<file path="src/nfc_regs.svh">
// nfc_regs.svh: register offsets, command bytes and timing counts for the flash controller
// assumes a 125 MHz aclk; included by the controller and the test bench
`ifndef NFC_REGS_SVH
`define NFC_REGS_SVH

`define NFC_OFF_CTRL     8'h00
`define NFC_OFF_ADDR     8'h04
`define NFC_OFF_WDATA    8'h08
`define NFC_OFF_STATUS   8'h0C
`define NFC_OFF_RDATA    8'h10

`define NFC_CTRL_GO      0
`define NFC_CTRL_WP      31

`define NFC_OP_CMD       3'h0
`define NFC_OP_ADDR4     3'h1
`define NFC_OP_DIN       3'h2
`define NFC_OP_DOUT      3'h3
`define NFC_OP_WAIT      3'h4

`define NFC_CMD_READ_A   8'h00
`define NFC_CMD_READ_B   8'h01
`define NFC_CMD_READ_C   8'h50
`define NFC_CMD_SERIN    8'h80
`define NFC_CMD_PROG     8'h10
`define NFC_CMD_ERASE1   8'h60
`define NFC_CMD_ERASE2   8'hD0
`define NFC_CMD_STATUS   8'h70
`define NFC_CMD_RESET    8'hFF
`define NFC_CMD_ID       8'h90

`define NFC_CLK_NS       8
`define NFC_T_STROBE_NS  20
`define NFC_T_WB_NS      100
`define NFC_STROBE_CYC   ((`NFC_T_STROBE_NS + `NFC_CLK_NS - 1) / `NFC_CLK_NS)
`define NFC_WB_CYC       ((`NFC_T_WB_NS + `NFC_CLK_NS - 1) / `NFC_CLK_NS)

`endif

</file>
<file path="src/nfc_pkg.sv">
// nfc_pkg.sv: types shared by the flash controller
// state codes are literal here; nfc_regs.svh is not included
`default_nettype none
package nfc_pkg;
  typedef struct packed {
    logic       cle;
    logic       ale;
    logic       ce_n;
    logic       we_n;
    logic       read_strobe_n;
    logic       wp_n;
  } nfc_pins_type;

  typedef enum logic [5:0] {
    NFC_IDLE   = 6'b000001,
    NFC_SETUP  = 6'b000010,
    NFC_LOW    = 6'b000100,
    NFC_HIGH   = 6'b001000,
    NFC_WAIT   = 6'b010000,
    NFC_GAP    = 6'b100000
  } nfc_state_type;
endpackage
`default_nettype wire

</file>
<file path="src/nfc_ctrl.sv">
// nfc_ctrl.sv: host controller driving a page NAND flash through its strobes
// assumes an AXI4-Lite master on aclk; flash pins are asynchronous to aclk
//
// Register access over AXI4-Lite and the placing of the registers were chosen for this implementation.
`include "nfc_regs.svh"
`default_nettype none
// Notes on behaviour
// - address goes out as four byte cycles
// - fourth address cycle drives upper lines low
// - cycle kind set by latch strobe levels
// - only reset or status while busy; the controller starts any op from idle whatever the busy line
// - region B read for columns 256 up
// - pass/fail read only when ready
// - program: 80, address, data, 10
// - erase: 60, address, D0 back to back
// - status read per device on shared busy
// - only 10 or FF after 80; the controller starts any command after 80
module nfc_ctrl (
  input  wire logic        aclk,
  input  wire logic        aresetn,
  input  wire logic [7:0]  s_axi_awaddr,
  input  wire logic        s_axi_awvalid,
  output logic             s_axi_awready,
  input  wire logic [31:0] s_axi_wdata,
  input  wire logic [3:0]  s_axi_wstrb,
  input  wire logic        s_axi_wvalid,
  output logic             s_axi_wready,
  output logic [1:0]       s_axi_bresp,
  output logic             s_axi_bvalid,
  input  wire logic        s_axi_bready,
  input  wire logic [7:0]  s_axi_araddr,
  input  wire logic        s_axi_arvalid,
  output logic             s_axi_arready,
  output logic [31:0]      s_axi_rdata,
  output logic [1:0]       s_axi_rresp,
  output logic             s_axi_rvalid,
  input  wire logic        s_axi_rready,
  output var nfc_pkg::nfc_pins_type pins,
  output logic [7:0]       bus_out,
  output logic             bus_oe,
  input  wire logic [7:0]  bus_in,
  input  wire logic        ready_busy_n
);
  localparam logic [3:0] STROBE_CYC = 4'(`NFC_STROBE_CYC);
  localparam logic [3:0] WB_CYC     = 4'(`NFC_WB_CYC);

  // state
  nfc_pkg::nfc_state_type st_r, st_nxt;
  nfc_pkg::nfc_pins_type  pins_r, pins_nxt;
  logic [7:0]  bus_r, bus_nxt;
  logic        oe_r, oe_nxt;
  logic [2:0]  op_r, op_nxt;
  logic [7:0]  cmd_r, cmd_nxt;
  logic [25:0] addr_r, addr_nxt;
  logic [1:0]  acyc_r, acyc_nxt;
  logic [7:0]  rdat_r, rdat_nxt;
  logic [3:0]  cnt_r, cnt_nxt;
  logic        wp_r, wp_nxt;
  logic [7:0]  wdat_r, wdat_nxt;
  logic        awr_r, awr_nxt, wr_r, wr_nxt, bv_r, bv_nxt;
  logic        arr_r, arr_nxt, rv_r, rv_nxt;
  logic [31:0] rd_r, rd_nxt;
  logic [1:0]  rb_sync_r, rb_sync_nxt;
  logic [7:0]  in_s1_r, in_s2_r;

  // address byte for cycle n; bit 8 is never sent, the device sets it
  function automatic logic [7:0] addr_byte(input logic [25:0] a, input logic [1:0] n);
    case (n)
      2'h0:    addr_byte = a[7:0];
      2'h1:    addr_byte = a[16:9];
      2'h2:    addr_byte = a[24:17];
      default: addr_byte = {7'h00, a[25]};
    endcase
  endfunction

  logic wr_go, rd_go, busy_dev;
  assign wr_go    = s_axi_awvalid && s_axi_wvalid && !bv_r && awr_r && wr_r;
  assign rd_go    = s_axi_arvalid && arr_r && !rv_r;
  assign busy_dev = !rb_sync_r[1];

  always_comb begin
    st_nxt = st_r; pins_nxt = pins_r; bus_nxt = bus_r; oe_nxt = oe_r; op_nxt = op_r;
    cmd_nxt = cmd_r; addr_nxt = addr_r; acyc_nxt = acyc_r; rdat_nxt = rdat_r;
    cnt_nxt = cnt_r; wp_nxt = wp_r; wdat_nxt = wdat_r;
    awr_nxt = awr_r; wr_nxt = wr_r; bv_nxt = bv_r; arr_nxt = arr_r; rv_nxt = rv_r;
    rd_nxt = rd_r;
    rb_sync_nxt = {rb_sync_r[0], ready_busy_n};
    if (wr_go) begin
      bv_nxt = 1'b1;
      case (s_axi_awaddr)
        `NFC_OFF_CTRL: begin
          wp_nxt = s_axi_wdata[`NFC_CTRL_WP];
          if (s_axi_wdata[`NFC_CTRL_GO] && st_r == nfc_pkg::NFC_IDLE) begin
            op_nxt  = s_axi_wdata[6:4];
            cmd_nxt = s_axi_wdata[15:8];
            acyc_nxt = 2'h0;
            st_nxt  = nfc_pkg::NFC_SETUP;
          end
        end
        `NFC_OFF_ADDR:  addr_nxt = s_axi_wdata[25:0];
        `NFC_OFF_WDATA: wdat_nxt = s_axi_wdata[7:0];
        default: ;
      endcase
    end
    if (bv_r && s_axi_bready) bv_nxt = 1'b0;
    if (rd_go) begin
      rv_nxt = 1'b1;
      case (s_axi_araddr)
        `NFC_OFF_CTRL:   rd_nxt = {wp_r, 15'h0000, cmd_r, 1'b0, op_r, 4'h0};
        `NFC_OFF_ADDR:   rd_nxt = {6'h00, addr_r};
        `NFC_OFF_WDATA:  rd_nxt = {24'h0, wdat_r};
        `NFC_OFF_STATUS: rd_nxt = {30'h0, !rb_sync_r[1], st_r != nfc_pkg::NFC_IDLE};
        `NFC_OFF_RDATA:  rd_nxt = {24'h0, rdat_r};
        default:         rd_nxt = 32'h0;
      endcase
    end
    if (rv_r && s_axi_rready) rv_nxt = 1'b0;
    pins_nxt.wp_n = wp_r;
    case (st_r)
      nfc_pkg::NFC_IDLE: begin
        pins_nxt.cle = 1'b0; pins_nxt.ale = 1'b0;
        pins_nxt.we_n = 1'b1; pins_nxt.read_strobe_n = 1'b1;
        oe_nxt = 1'b0;
      end
      nfc_pkg::NFC_SETUP: begin
        // software sequences commands; the controller only shapes cycles
        pins_nxt.ce_n = 1'b0;
        pins_nxt.cle = (op_r == `NFC_OP_CMD);
        pins_nxt.ale = (op_r == `NFC_OP_ADDR4);
        cnt_nxt = STROBE_CYC;
        case (op_r)
          `NFC_OP_CMD:   begin bus_nxt = cmd_r; oe_nxt = 1'b1; pins_nxt.we_n = 1'b0; end
          `NFC_OP_ADDR4: begin
            bus_nxt = addr_byte(addr_r, acyc_r); oe_nxt = 1'b1; pins_nxt.we_n = 1'b0;
          end
          `NFC_OP_DIN:   begin bus_nxt = wdat_r; oe_nxt = 1'b1; pins_nxt.we_n = 1'b0; end
          `NFC_OP_DOUT:  begin oe_nxt = 1'b0; pins_nxt.read_strobe_n = 1'b0; end
          default:       begin cnt_nxt = WB_CYC; st_nxt = nfc_pkg::NFC_WAIT; end
        endcase
        if (op_r != `NFC_OP_WAIT) st_nxt = nfc_pkg::NFC_LOW;
      end
      nfc_pkg::NFC_LOW: begin
        if (cnt_r != 4'h0) cnt_nxt = cnt_r - 4'h1;
        else begin
          // sample late in the low phase; synchroniser adds two cycles of margin
          if (op_r == `NFC_OP_DOUT) rdat_nxt = in_s2_r;
          pins_nxt.we_n = 1'b1; pins_nxt.read_strobe_n = 1'b1;
          cnt_nxt = STROBE_CYC;
          st_nxt = nfc_pkg::NFC_HIGH;
        end
      end
      nfc_pkg::NFC_HIGH: begin
        if (cnt_r != 4'h0) cnt_nxt = cnt_r - 4'h1;
        else if (op_r == `NFC_OP_ADDR4 && acyc_r != 2'h3) begin
          acyc_nxt = acyc_r + 2'h1;
          st_nxt = nfc_pkg::NFC_SETUP;
        end else begin
          oe_nxt = 1'b0; pins_nxt.cle = 1'b0; pins_nxt.ale = 1'b0;
          cnt_nxt = WB_CYC;
          st_nxt = nfc_pkg::NFC_GAP;
        end
      end
      nfc_pkg::NFC_GAP: begin
        // allow the device time to pull busy low after the strobe
        if (cnt_r != 4'h0) cnt_nxt = cnt_r - 4'h1;
        else st_nxt = nfc_pkg::NFC_IDLE;
      end
      nfc_pkg::NFC_WAIT: begin
        // hold chip select low; a busy device ignores it anyway
        if (cnt_r != 4'h0) cnt_nxt = cnt_r - 4'h1;
        else if (!busy_dev) st_nxt = nfc_pkg::NFC_IDLE;
      end
      default: st_nxt = nfc_pkg::NFC_IDLE;
    endcase
    if (st_r != nfc_pkg::NFC_IDLE || wr_go) begin
      awr_nxt = 1'b0; wr_nxt = 1'b0;
    end else if (!bv_r) begin
      awr_nxt = 1'b1; wr_nxt = 1'b1;
    end
    if (bv_r) begin awr_nxt = 1'b0; wr_nxt = 1'b0; end
    arr_nxt = !rd_go && !rv_nxt;
  end

  always_ff @(posedge aclk) begin
    if (!aresetn) begin
      st_r <= nfc_pkg::NFC_IDLE;
      pins_r <= '{cle: 1'b0, ale: 1'b0, ce_n: 1'b1, we_n: 1'b1, read_strobe_n: 1'b1, wp_n: 1'b0};
      bus_r <= 8'h00; oe_r <= 1'b0; op_r <= 3'h0; cmd_r <= 8'h00; addr_r <= 26'h0;
      acyc_r <= 2'h0; rdat_r <= 8'h00; cnt_r <= 4'h0; wp_r <= 1'b0; wdat_r <= 8'h00;
      awr_r <= 1'b0; wr_r <= 1'b0; bv_r <= 1'b0; arr_r <= 1'b0; rv_r <= 1'b0;
      // sync starts at the pulled-up ready level, no false busy after reset
      rd_r <= 32'h0; rb_sync_r <= 2'h3; in_s1_r <= 8'h00; in_s2_r <= 8'h00;
    end else begin
      st_r <= st_nxt; pins_r <= pins_nxt; bus_r <= bus_nxt; oe_r <= oe_nxt;
      op_r <= op_nxt; cmd_r <= cmd_nxt; addr_r <= addr_nxt; acyc_r <= acyc_nxt;
      rdat_r <= rdat_nxt; cnt_r <= cnt_nxt; wp_r <= wp_nxt; wdat_r <= wdat_nxt;
      awr_r <= awr_nxt; wr_r <= wr_nxt; bv_r <= bv_nxt; arr_r <= arr_nxt; rv_r <= rv_nxt;
      rd_r <= rd_nxt; rb_sync_r <= rb_sync_nxt; in_s1_r <= bus_in; in_s2_r <= in_s1_r;
    end
  end

  assign s_axi_awready = awr_r;
  assign s_axi_wready  = wr_r;
  assign s_axi_bvalid  = bv_r;
  assign s_axi_bresp   = 2'b00;
  assign s_axi_arready = arr_r;
  assign s_axi_rvalid  = rv_r;
  assign s_axi_rdata   = rd_r;
  assign s_axi_rresp   = 2'b00;
  assign pins          = pins_r;
  assign bus_out       = bus_r;
  assign bus_oe        = oe_r;
endmodule
`default_nettype wire

</file>
<file path="config.mk">
export PLATFORM = sky130hd
export DESIGN_NAME = nfc_ctrl
export DESIGN_NICKNAME = d
export VERILOG_FILES = /design/src/nfc_pkg.sv /design/src/nfc_ctrl.sv
export VERILOG_INCLUDE_DIRS = /design/src
export SDC_FILE = /design/constraint.sdc
export NUM_CORES = 1
export LEC_CHECK = 0
export BUFFER_PORTS_ARGS = -buffer_cell sky130_fd_sc_hd__clkbuf_2
export CELL_PAD_IN_SITES_DETAIL_PLACEMENT = 0
export CELL_PAD_IN_SITES_GLOBAL_PLACEMENT = 1
export CORE_MARGIN = 2
export CORE_UTILIZATION = 40
export DETAILED_ROUTE_END_ITERATION = 8
export PLACE_DENSITY = 0.89
export SYNTH_ARGS = -nofsm -noshare
export SYNTH_HDL_FRONTEND = slang
export SYNTH_SLANG_ARGS = --single-unit
</file>
<file path="constraint.sdc">
create_clock -name aclk -period 4.37 [get_ports aclk]
set_input_delay 0.874 -clock aclk [delete_from_list [all_inputs] [get_ports aclk]]
set_output_delay 0.874 -clock aclk [all_outputs]
set_load 0.005 [all_outputs]
</file>
==> impl_metrics.yaml, run 1 <==
outcome:
  outcome: "completed"
timing:
  tightest_slew_ns: 0.988
  hold_viol_final: 0
  fmax_ghz: 0.396
  finalSetupTns_ns: 0
  slew_headroom_pct: 34.1
  final.setup_skew_ns: 0.00723
  rsz0062_at_grt: "false"
  setup_viol: 0
  period_minus_slack_ns: 2.53
  slew_violations: 0
  post-route-period-util_pct: 57.8
  hold_slack_ns: 0.407
clock_network:
  clkLatencyLatePin_ns: 0.41
  clk_pin_slew_ns: 0.05
  clockBufferDepth: 2
  cts_tree: "yes"
  clockRootBuffer: "clkbuf_16"
  cts_made_buffers: 17
  cts_sinks: 130
  cts.htree.levels: 4
  post-cts-setup-buffers: 0
  postCtsHoldBufs: 0
  ctsResizeCount: 0
detailed_routing:
  drc: 0
  drt-total-wl_um: 15100
  first_pass_iters: 5
  vias: 5024
  ant_nets: 0
  viasPerCell: 5.23
  wl_per_cell_um: 15.7
  drtIter0Drc: 363
synthesis:
  synth_cell_types: 68
  synthSimpleGateAreaFrac_pct: 24.3
  synth_area_per_cell_sq_um: 8.40
  synth_adder_area_share_pct: 1.30
  yosys_register_bits: 130
  yosysTopAreaCellShare_pct: 45.0
  synthArstFlopShare_pct: 0
  syn_area_sq_um: 5780
  syn_inst: 689
  synth_edf_count: 0
  ys.warnings.count: 0
  synth_xor_area_share_pct: 0.757
  synth_compound_area_share_pct: 18.0
  synth_top_family_by_area: "simple AND/OR/NAND/NOR gates"
  ys_seq_area_share_pct: 45.0
  synth_area_leaders: "dfxtp_1, nand2_1, a21oi_1, nor2_1, mux2i_1"
  synthFlopType: "dfxtp_1"
  yosys.area.top_type: "dfxtp_1"
  synthMuxAreaShare_pct: 4.85
power_and_ir_drop:
  combPwrFrac_pct: 3.9
  clkPwrFrac_pct: 48.4
  ir_drop_v: 0.000282
  switchingPower_mw: 0.549
  leakage_nw: 2.59
  p_sw_share_pct: 21.8
  power_density_nw_per_um2: 368
  power.sequential.fraction_pct: 47.7
  power_mw: 2.52
  intPower_mw: 1.97
die:
  core_sq_um: 14000
  num_rows: 43
  io_pins: 124
  initial_utilization_pct: 41.4
  die_y_um: 124
  die_w_um: 124
  dieArea_sq_um: 15400
layout:
  postLayoutCoreUtil_pct: 48.9
  most-common-layout-cells: "dfxtp_1, nand2_1, clkbuf_2"
  mostFrequentLayoutCell: "dfxtp_1"
  stdcell_count: 961
  layout-drive-gt1-share_pct: 21.2
  fin_nets: 844
  syn2layout_area_growth_pct: 18.3
setup_path:
  cp_cell_sequence: "nor4_2 -> nand3_1 -> or4_1 -> a21oi_1 -> o21bai_1"
  critical_path_class: "flip-flop to flip-flop"
  endpoint_kind: "flip-flop"
  worstSetupStartpointType: "flip-flop"
  required_ns: 4.67
  r2r_setup_slack_ns: 1.84
  slowest_delay_ns: 0.75
  crit_family: "simple AND/OR/NAND/NOR gates"
  reg2reg_from: "st_r[2]"
  r2r_cells: 5
  worst-path-max-fanout: 14
  path_buf_inv: 0
  crit_arrival_ns: 2.82
  crit_slowest_cell: "or4_1"
  r2r-end: "st_r[0]"
placement:
  post-place-cells: 931
  port_buffers: 105
  gp_congestion: 0.866
  dpl.hpwl_um: 10700
global_routing:
  grt_max_degree: 34
  antenna_found_initial: 0
  grt_pass1_vias: 4697
  grt_pass1_wl_um: 24400
  overflow: 0
  grt.total_usage_pct: 19.5
worst_hold_path:
  hold_path.class: "flip-flop to flip-flop"
  min-delay-start: "rb_sync_r[0]"
  holdPathEnd: "rb_sync_r[1]"
  whs_path_depth: 1
job:
  maxCapViolCount: 0
[metrics by stage]
stage	cell area (sq um)	setup slack (ns)
3_3_place_gp	6340	1.62
4_1_cts	6840	1.89
2_1_floorplan	5810	2.02
3_5_place_dp	6340	1.61
6_report	6840	1.84
5_1_grt	6840	1.69
[worst max path at each step]
stage,cells past startpoint,endpoint,from
global route,5,st_r[0],st_r[2]
CTS,5,st_r[0],st_r[2]
global placement,6,addr_r[0],s_axi_awaddr[4]
detailed placement,6,addr_r[25],s_axi_awaddr[4]
finish,5,st_r[0],st_r[2]
floorplan,7,op_r[2],s_axi_awaddr[4]
[flip-flops by register name, indices dropped and copies added, names as in the netlist, 8 cells and up]
register     count
cmd_r            8
in_s2_r          8
rdat_r           8
wdat_r           8
bus_out          8
in_s1_r          8
addr_r          26
s_axi_rdata     27
[cells in the mapped netlist, types with 7 or more instances]
cell        n
dfxtp_1   130
a222oi_1    8
buf_4      10
inv_1      12
mux2_2      8
nand3_1    21
clkbuf_1   34
nand2_1   112
nor2b_1     8
o21ai_0    23
nor4_1      7
mux2i_1    19
a22oi_1    18
and2_1     19
o221ai_1    7
buf_2      10
a21oi_1    75
nor2_1     64
nand2b_1   16
[cell type report]
cell class | instances | area (sq um)
Inverter | 13 | 48.8
Sequential cell | 130 | 2600
Tap cell | 180 | 225
Clock buffer | 22 | 464
Antenna cell | 1 | 2.50
Clock inverter | 7 | 37.5
Timing Repair Buffer | 112 | 578
Multi-Input combinational cell | 496 | 2890
Fill cell | 1374 | 7140
[kinds of logic (layout without fill, tap and decap cells)]
logic type               after synthesis  count (layout)
buffers and inverters                 71             154
XOR/XNOR                               5               5
other                                  1              10
adder cells (fa/ha/maj)                6               6
AO/OA/AOI/OAI                        164             164
AND/OR/NAND/NOR                      285             285
flip-flops                           130             130
multiplexers                          27              27
[layer usage]
metal	up-vias	GRT usage (%)	share of wire (%)
li1	2550	-	-
met1	2316	25.3	45
met2	144	32.0	48
met3	14	4.77	5.6
met4	0	6.15	1.3
met5	-	0	0
[power groups by stage]
stage | clock network, mW | registers (mW) | logic (mW)
floorplan | 0 | 1.23 | 0.0573
global placement | 0 | 1.23 | 0.0966
detailed placement | 0 | 1.23 | 0.0968
CTS | 1.24 | 1.20 | 0.0975
global route | 1.29 | 1.20 | 0.108
finish | 1.22 | 1.20 | 0.0975
Note: power is estimated with default switching activity, not from simulation.
==> inputs of run 2 (changes only) <==
==> constraint.sdc (replaced) <==
create_clock -name aclk -period 2.4 [get_ports aclk]
set_input_delay 0.48 -clock aclk [delete_from_list [all_inputs] [get_ports aclk]]
set_output_delay 0.48 -clock aclk [all_outputs]
set_load 0.005 [all_outputs]
==> run 2 against run 1 <==
Against the previous run: power grew 94%; largest power group unchanged; flip-flop and latch count is the same; core utilization grew 1.6 points; fmax grew 17%; first-iteration DRC count shrank 9.6%; sequential share of layout area shrank 1.2 points; largest cell class unchanged; clock skew grew 0.0014 ns; combinational power grew 92%; sequential power grew 83%; via count grew 3.3%; critical path depth is the same; highest routed layer unchanged.
==> impl_metrics.yaml, run 2 (synthesis results as in run 1) <==
outcome:
  outcome: "completed"
layout:
  most-common-layout-cells: "dfxtp_1, nand2_1, clkbuf_2"
  largest_reg_flops: 27
  antennaDiodeCount: 0
  stdcell_count: 981
  postLayoutCoreUtil_pct: 50.5
  seq_area_sq_um: 2600
  multi_input_area_sq_um: 2890
  fin_nets: 862
  fillCellCount: 1363
  mostFrequentLayoutCell: "dfxtp_1"
  syn2layout_area_growth_pct: 22.2
  layout-drive-gt1-share_pct: 23.6
detailed_routing:
  vias: 5192
  first_pass_iters: 5
  drt-total-wl_um: 15500
  wl_per_cell_um: 15.8
  viasPerCell: 5.29
  drc: 0
  ant_nets: 0
  drtIter0Drc: 328
timing:
  slew_headroom_pct: 65.5
  hold_slack_ns: 0.232
  fmax_ghz: 0.463
  final.setup_skew_ns: 0.00860
  hold_viol_final: 0
  tightest_slew_ns: 0.513
  finalSetupTns_ns: 0
  period_minus_slack_ns: 2.16
  post-route-period-util_pct: 90.0
  setup_viol: 0
  slew_violations: 0
  rsz0062_at_grt: "false"
power_and_ir_drop:
  clkPwrFrac_pct: 51.4
  switchingPower_mw: 1.18
  intPower_mw: 3.70
  power.sequential.fraction_pct: 44.8
  p_sw_share_pct: 24.2
  ir_drop_v: 0.000547
  leakage_nw: 2.70
  combPwrFrac_pct: 3.8
  power_mw: 4.88
  power_density_nw_per_um2: 690
clock_network:
  post-cts-setup-buffers: 0
  clkLatencyLatePin_ns: 0.43
  clockBufferDepth: 2
  cts_sinks: 130
  cts.htree.levels: 4
  cts_made_buffers: 17
  ctsResizeCount: 0
  clk_pin_slew_ns: 0.06
  postCtsHoldBufs: 0
  clockRootBuffer: "clkbuf_16"
  cts_tree: "yes"
die:
  die_y_um: 124
  initial_utilization_pct: 41.4
  die_w_um: 124
  io_pins: 124
  num_rows: 43
  dieArea_sq_um: 15400
  core_sq_um: 14000
setup_path:
  worst-path-max-fanout: 14
  crit_slowest_cell: "or4_1"
  required_ns: 2.76
  reg2reg_from: "st_r[5]"
  slowest_delay_ns: 0.61
  cp_cell_sequence: "or4_1 -> nor3_2 -> and2_1 -> o221ai_1 -> a21oi_1"
  r2r_setup_slack_ns: 0.24
  worstSetupStartpointType: "flip-flop"
  crit_family: "simple AND/OR/NAND/NOR gates"
  endpoint_kind: "flip-flop"
  r2r_cells: 5
  critical_path_class: "flip-flop to flip-flop"
  r2r-end: "bus_out[1]"
  crit_arrival_ns: 2.52
  path_buf_inv: 0
global_routing:
  overflow: 0
  antenna_found_initial: 0
  grt_pass1_vias: 4804
  grt_max_degree: 40
  grt_pass1_wl_um: 24700
  grt.total_usage_pct: 19.7
job:
  maxCapViolCount: 0
worst_hold_path:
  min-delay-start: "ready_busy_n"
  whs_path_depth: 2
  holdPathEnd: "rb_sync_r[0]"
  hold_path.class: "input port to flip-flop"
placement:
  post-place-cells: 949
  dpl.hpwl_um: 11200
  gp_congestion: 0.884
  port_buffers: 105
[run 2: cell types whose count changed in the layout (fill, tap and decap cells not counted), sizes merged]
cell and delta:
inv +7, clkinv -4, clkbuf -5, bufinv +1, clkinvlp +4, buf +18, diode -1
[run 2: worst register-to-register path, delay by kind of cell (launching register included)]
kind / cells / cell delay [ns]
compound gates: 2 / 0.44
simple gates: 3 / 1.20
flops: 1 / 0.46
[run 2: worst max-delay path by stage]
stage / from / end / cells after the start
final: st_r[5] / bus_out[1] / 5
after global routing: st_r[5] / st_r[3] / 5
after CTS: st_r[5] / bus_out[1] / 5
after detailed placement: s_axi_awaddr[4] / st_r[0] / 7
after global placement: s_axi_awaddr[4] / st_r[0] / 7
after floorplan: cnt_r[0] / cnt_r[1] / 8
[run 2: layout make-up]
class	count	area share [%]
clock buffer	17	6.02
clock inverter	15	2.05
inverter	13	0.690
multi-input combinational	496	40.8
sequential	130	36.8
tap	180	3.19
timing repair buffer	130	10.4
[run 2: per-stage QoR]
step                cell area (sq um)  setup WS (ns)
floorplan                        5810          0.438
global placement                 6500          0.256
detailed placement               6500          0.241
CTS                              7070          0.252
global route                     7070         0.0584
finish                           7070          0.241
[run 2: power by group through the flow]
stage,registers (mW),logic (mW),clock network [mW]
final,2.19,0.187,2.51
after floorplan,2.23,0.104,0
after global placement,2.23,0.186,0
after CTS,2.19,0.187,2.54
after global routing,2.19,0.206,2.62
after detailed placement,2.23,0.186,0
[run 2: metal layers]
metal,GRT usage (%),part of all wire [%]
met3,4.81,4.8
met2,32.8,48
met1,25.2,45
met5,0,0
met4,6.35,1.6
==> inputs of run 3 (changes only) <==
--- a/config.mk
+++ b/config.mk
@@ -6,7 +6,7 @@
 export SDC_FILE = /design/constraint.sdc
 export NUM_CORES = 1
 export LEC_CHECK = 0
-export BUFFER_PORTS_ARGS = -buffer_cell sky130_fd_sc_hd__clkbuf_2
+export BUFFER_PORTS_ARGS = -buffer_cell sky130_fd_sc_hd__buf_2
 export CELL_PAD_IN_SITES_DETAIL_PLACEMENT = 0
 export CELL_PAD_IN_SITES_GLOBAL_PLACEMENT = 1
 export CORE_MARGIN = 2
==> run 3 against run 2 <==
Against the previous run: die area did not move; core utilization rose by 0.19 points; power fell by 0.16%; clock power barely moved; clock skew fell by 0.00097 ns; flip-flop and latch count did not move; setup slack improved by 0.050 ns; combinational power barely moved; final area rose by 0.37%; critical endpoint is now bus_out[2]; largest power group unchanged.
==> impl_metrics.yaml, run 3 (synthesis results as in run 1) <==
outcome:
  outcome: "completed"
timing:
  worst_slack_ns: 0.291
  rsz0062_at_grt: "false"
  fmax_ghz: 0.474
  slew_violations: 0
  post-route-period-util_pct: 87.9
  slew_headroom_pct: 62.8
  final.setup_skew_ns: 0.00763
  hold_viol_final: 0
  period_minus_slack_ns: 2.11
  finalSetupTns_ns: 0
  tightest_slew_ns: 0.553
  setup_viol: 0
die:
  core_sq_um: 14000
  die_w_um: 124
  die_y_um: 124
  dieArea_sq_um: 15400
  io_pins: 124
  initial_utilization_pct: 41.4
  num_rows: 43
global_routing:
  grt_max_degree: 38
  overflow: 0
  grt_pass1_vias: 4888
  grt.total_usage_pct: 19.9
  grt_pass1_wl_um: 25000
  antenna_found_initial: 0
setup_path:
  required_ns: 2.75
  crit_arrival_ns: 2.46
  critical_path_class: "flip-flop to flip-flop"
  endpoint_kind: "flip-flop"
  worstSetupStartpointType: "flip-flop"
  worst-path-max-fanout: 10
clock_network:
  cts.htree.levels: 4
  postCtsHoldBufs: 0
  clockRootBuffer: "clkbuf_16"
  post-cts-setup-buffers: 0
  cts_tree: "yes"
  ctsResizeCount: 0
  clk_pin_slew_ns: 0.06
  cts_sinks: 130
  cts_made_buffers: 17
  clockBufferDepth: 2
  clkLatencyLatePin_ns: 0.42
layout:
  multi_input_area_sq_um: 2890
  largest_reg_flops: 27
  fin_nets: 865
  seq_area_sq_um: 2600
  layout-drive-gt1-share_pct: 23.9
  fillCellCount: 1342
  stdcell_count: 984
  antennaDiodeCount: 0
  syn2layout_area_growth_pct: 22.7
  most-common-layout-cells: "dfxtp_1, nand2_1, buf_2"
  mostFrequentLayoutCell: "dfxtp_1"
placement:
  post-place-cells: 952
  gp_congestion: 0.837
  dpl.hpwl_um: 11200
  port_buffers: 105
  place_ws_ns: 0.260
detailed_routing:
  vias: 5153
  drt-total-wl_um: 15500
  drc: 0
  ant_nets: 0
  viasPerCell: 5.24
  drtIter0Drc: 404
  wl_per_cell_um: 15.7
  first_pass_iters: 5
power_and_ir_drop:
  power_density_nw_per_um2: 687
  leakage_nw: 2.74
  ir_drop_v: 0.000536
worst_hold_path:
  hold_path.class: "input port to flip-flop"
job:
  maxCapViolCount: 0
-- run 3: area by class of cell --
cell class,count,share of cell area (%)
repair buffers,133,10.7
inverters,13,0.688
clock inverters,15,2.10
clock buffers,17,5.99
multi-input cells,496,40.7
well taps,180,3.17
flip-flops and latches,130,36.7
-- run 3: path summary, 6_finish.rpt --
path	from	endpoint	slack, ns	cells past startpoint
max	st_r[5]	bus_out[2]	0.29	5
min	ready_busy_n	rb_sync_r[0]	0.24	2
max reg2reg	st_r[5]	bus_out[2]	0.29	5
min reg2reg	rb_sync_r[0]	rb_sync_r[1]	0.41	1
-- run 3: per-layer routing --
metal  GRT usage (%)  vias up  routed length, um
met4            5.68        0                133
met3            4.85       14                762
met2            33.3      144               7440
li1                -     2585                  -
met1            25.7     2410               7120
met5               0        -                  0
-- run 3: power by group --
group	internal, mW	switching (mW)
registers	2.18	0.00872
logic	0.0774	0.111
clock network	1.45	1.05
total	3.70	1.17
-- run 3: critical path: stages (launching register included) --
cell and delay [ns]:
dfxtp_1 0.42, or4_1 0.58, nor3_2 0.24, and2_1 0.35, o221ai_1 0.26, a21oi_1 0.18
-- run 3: stage by stage --
step / hold slack, ns / power (mW) / util, % / instance area [sq um]
5_1_grt: 0.230 / 5.02 / 50.7 / 7100
6_report: 0.240 / 4.87 / 50.7 / 7100
4_1_cts: 0.226 / 4.90 / 50.7 / 7100
2_1_floorplan: 0.386 / 2.34 / - / 5810
3_5_place_dp: 0.400 / 2.42 / 46.6 / 6520
3_3_place_gp: 0.395 / 2.42 / 46.6 / 6520
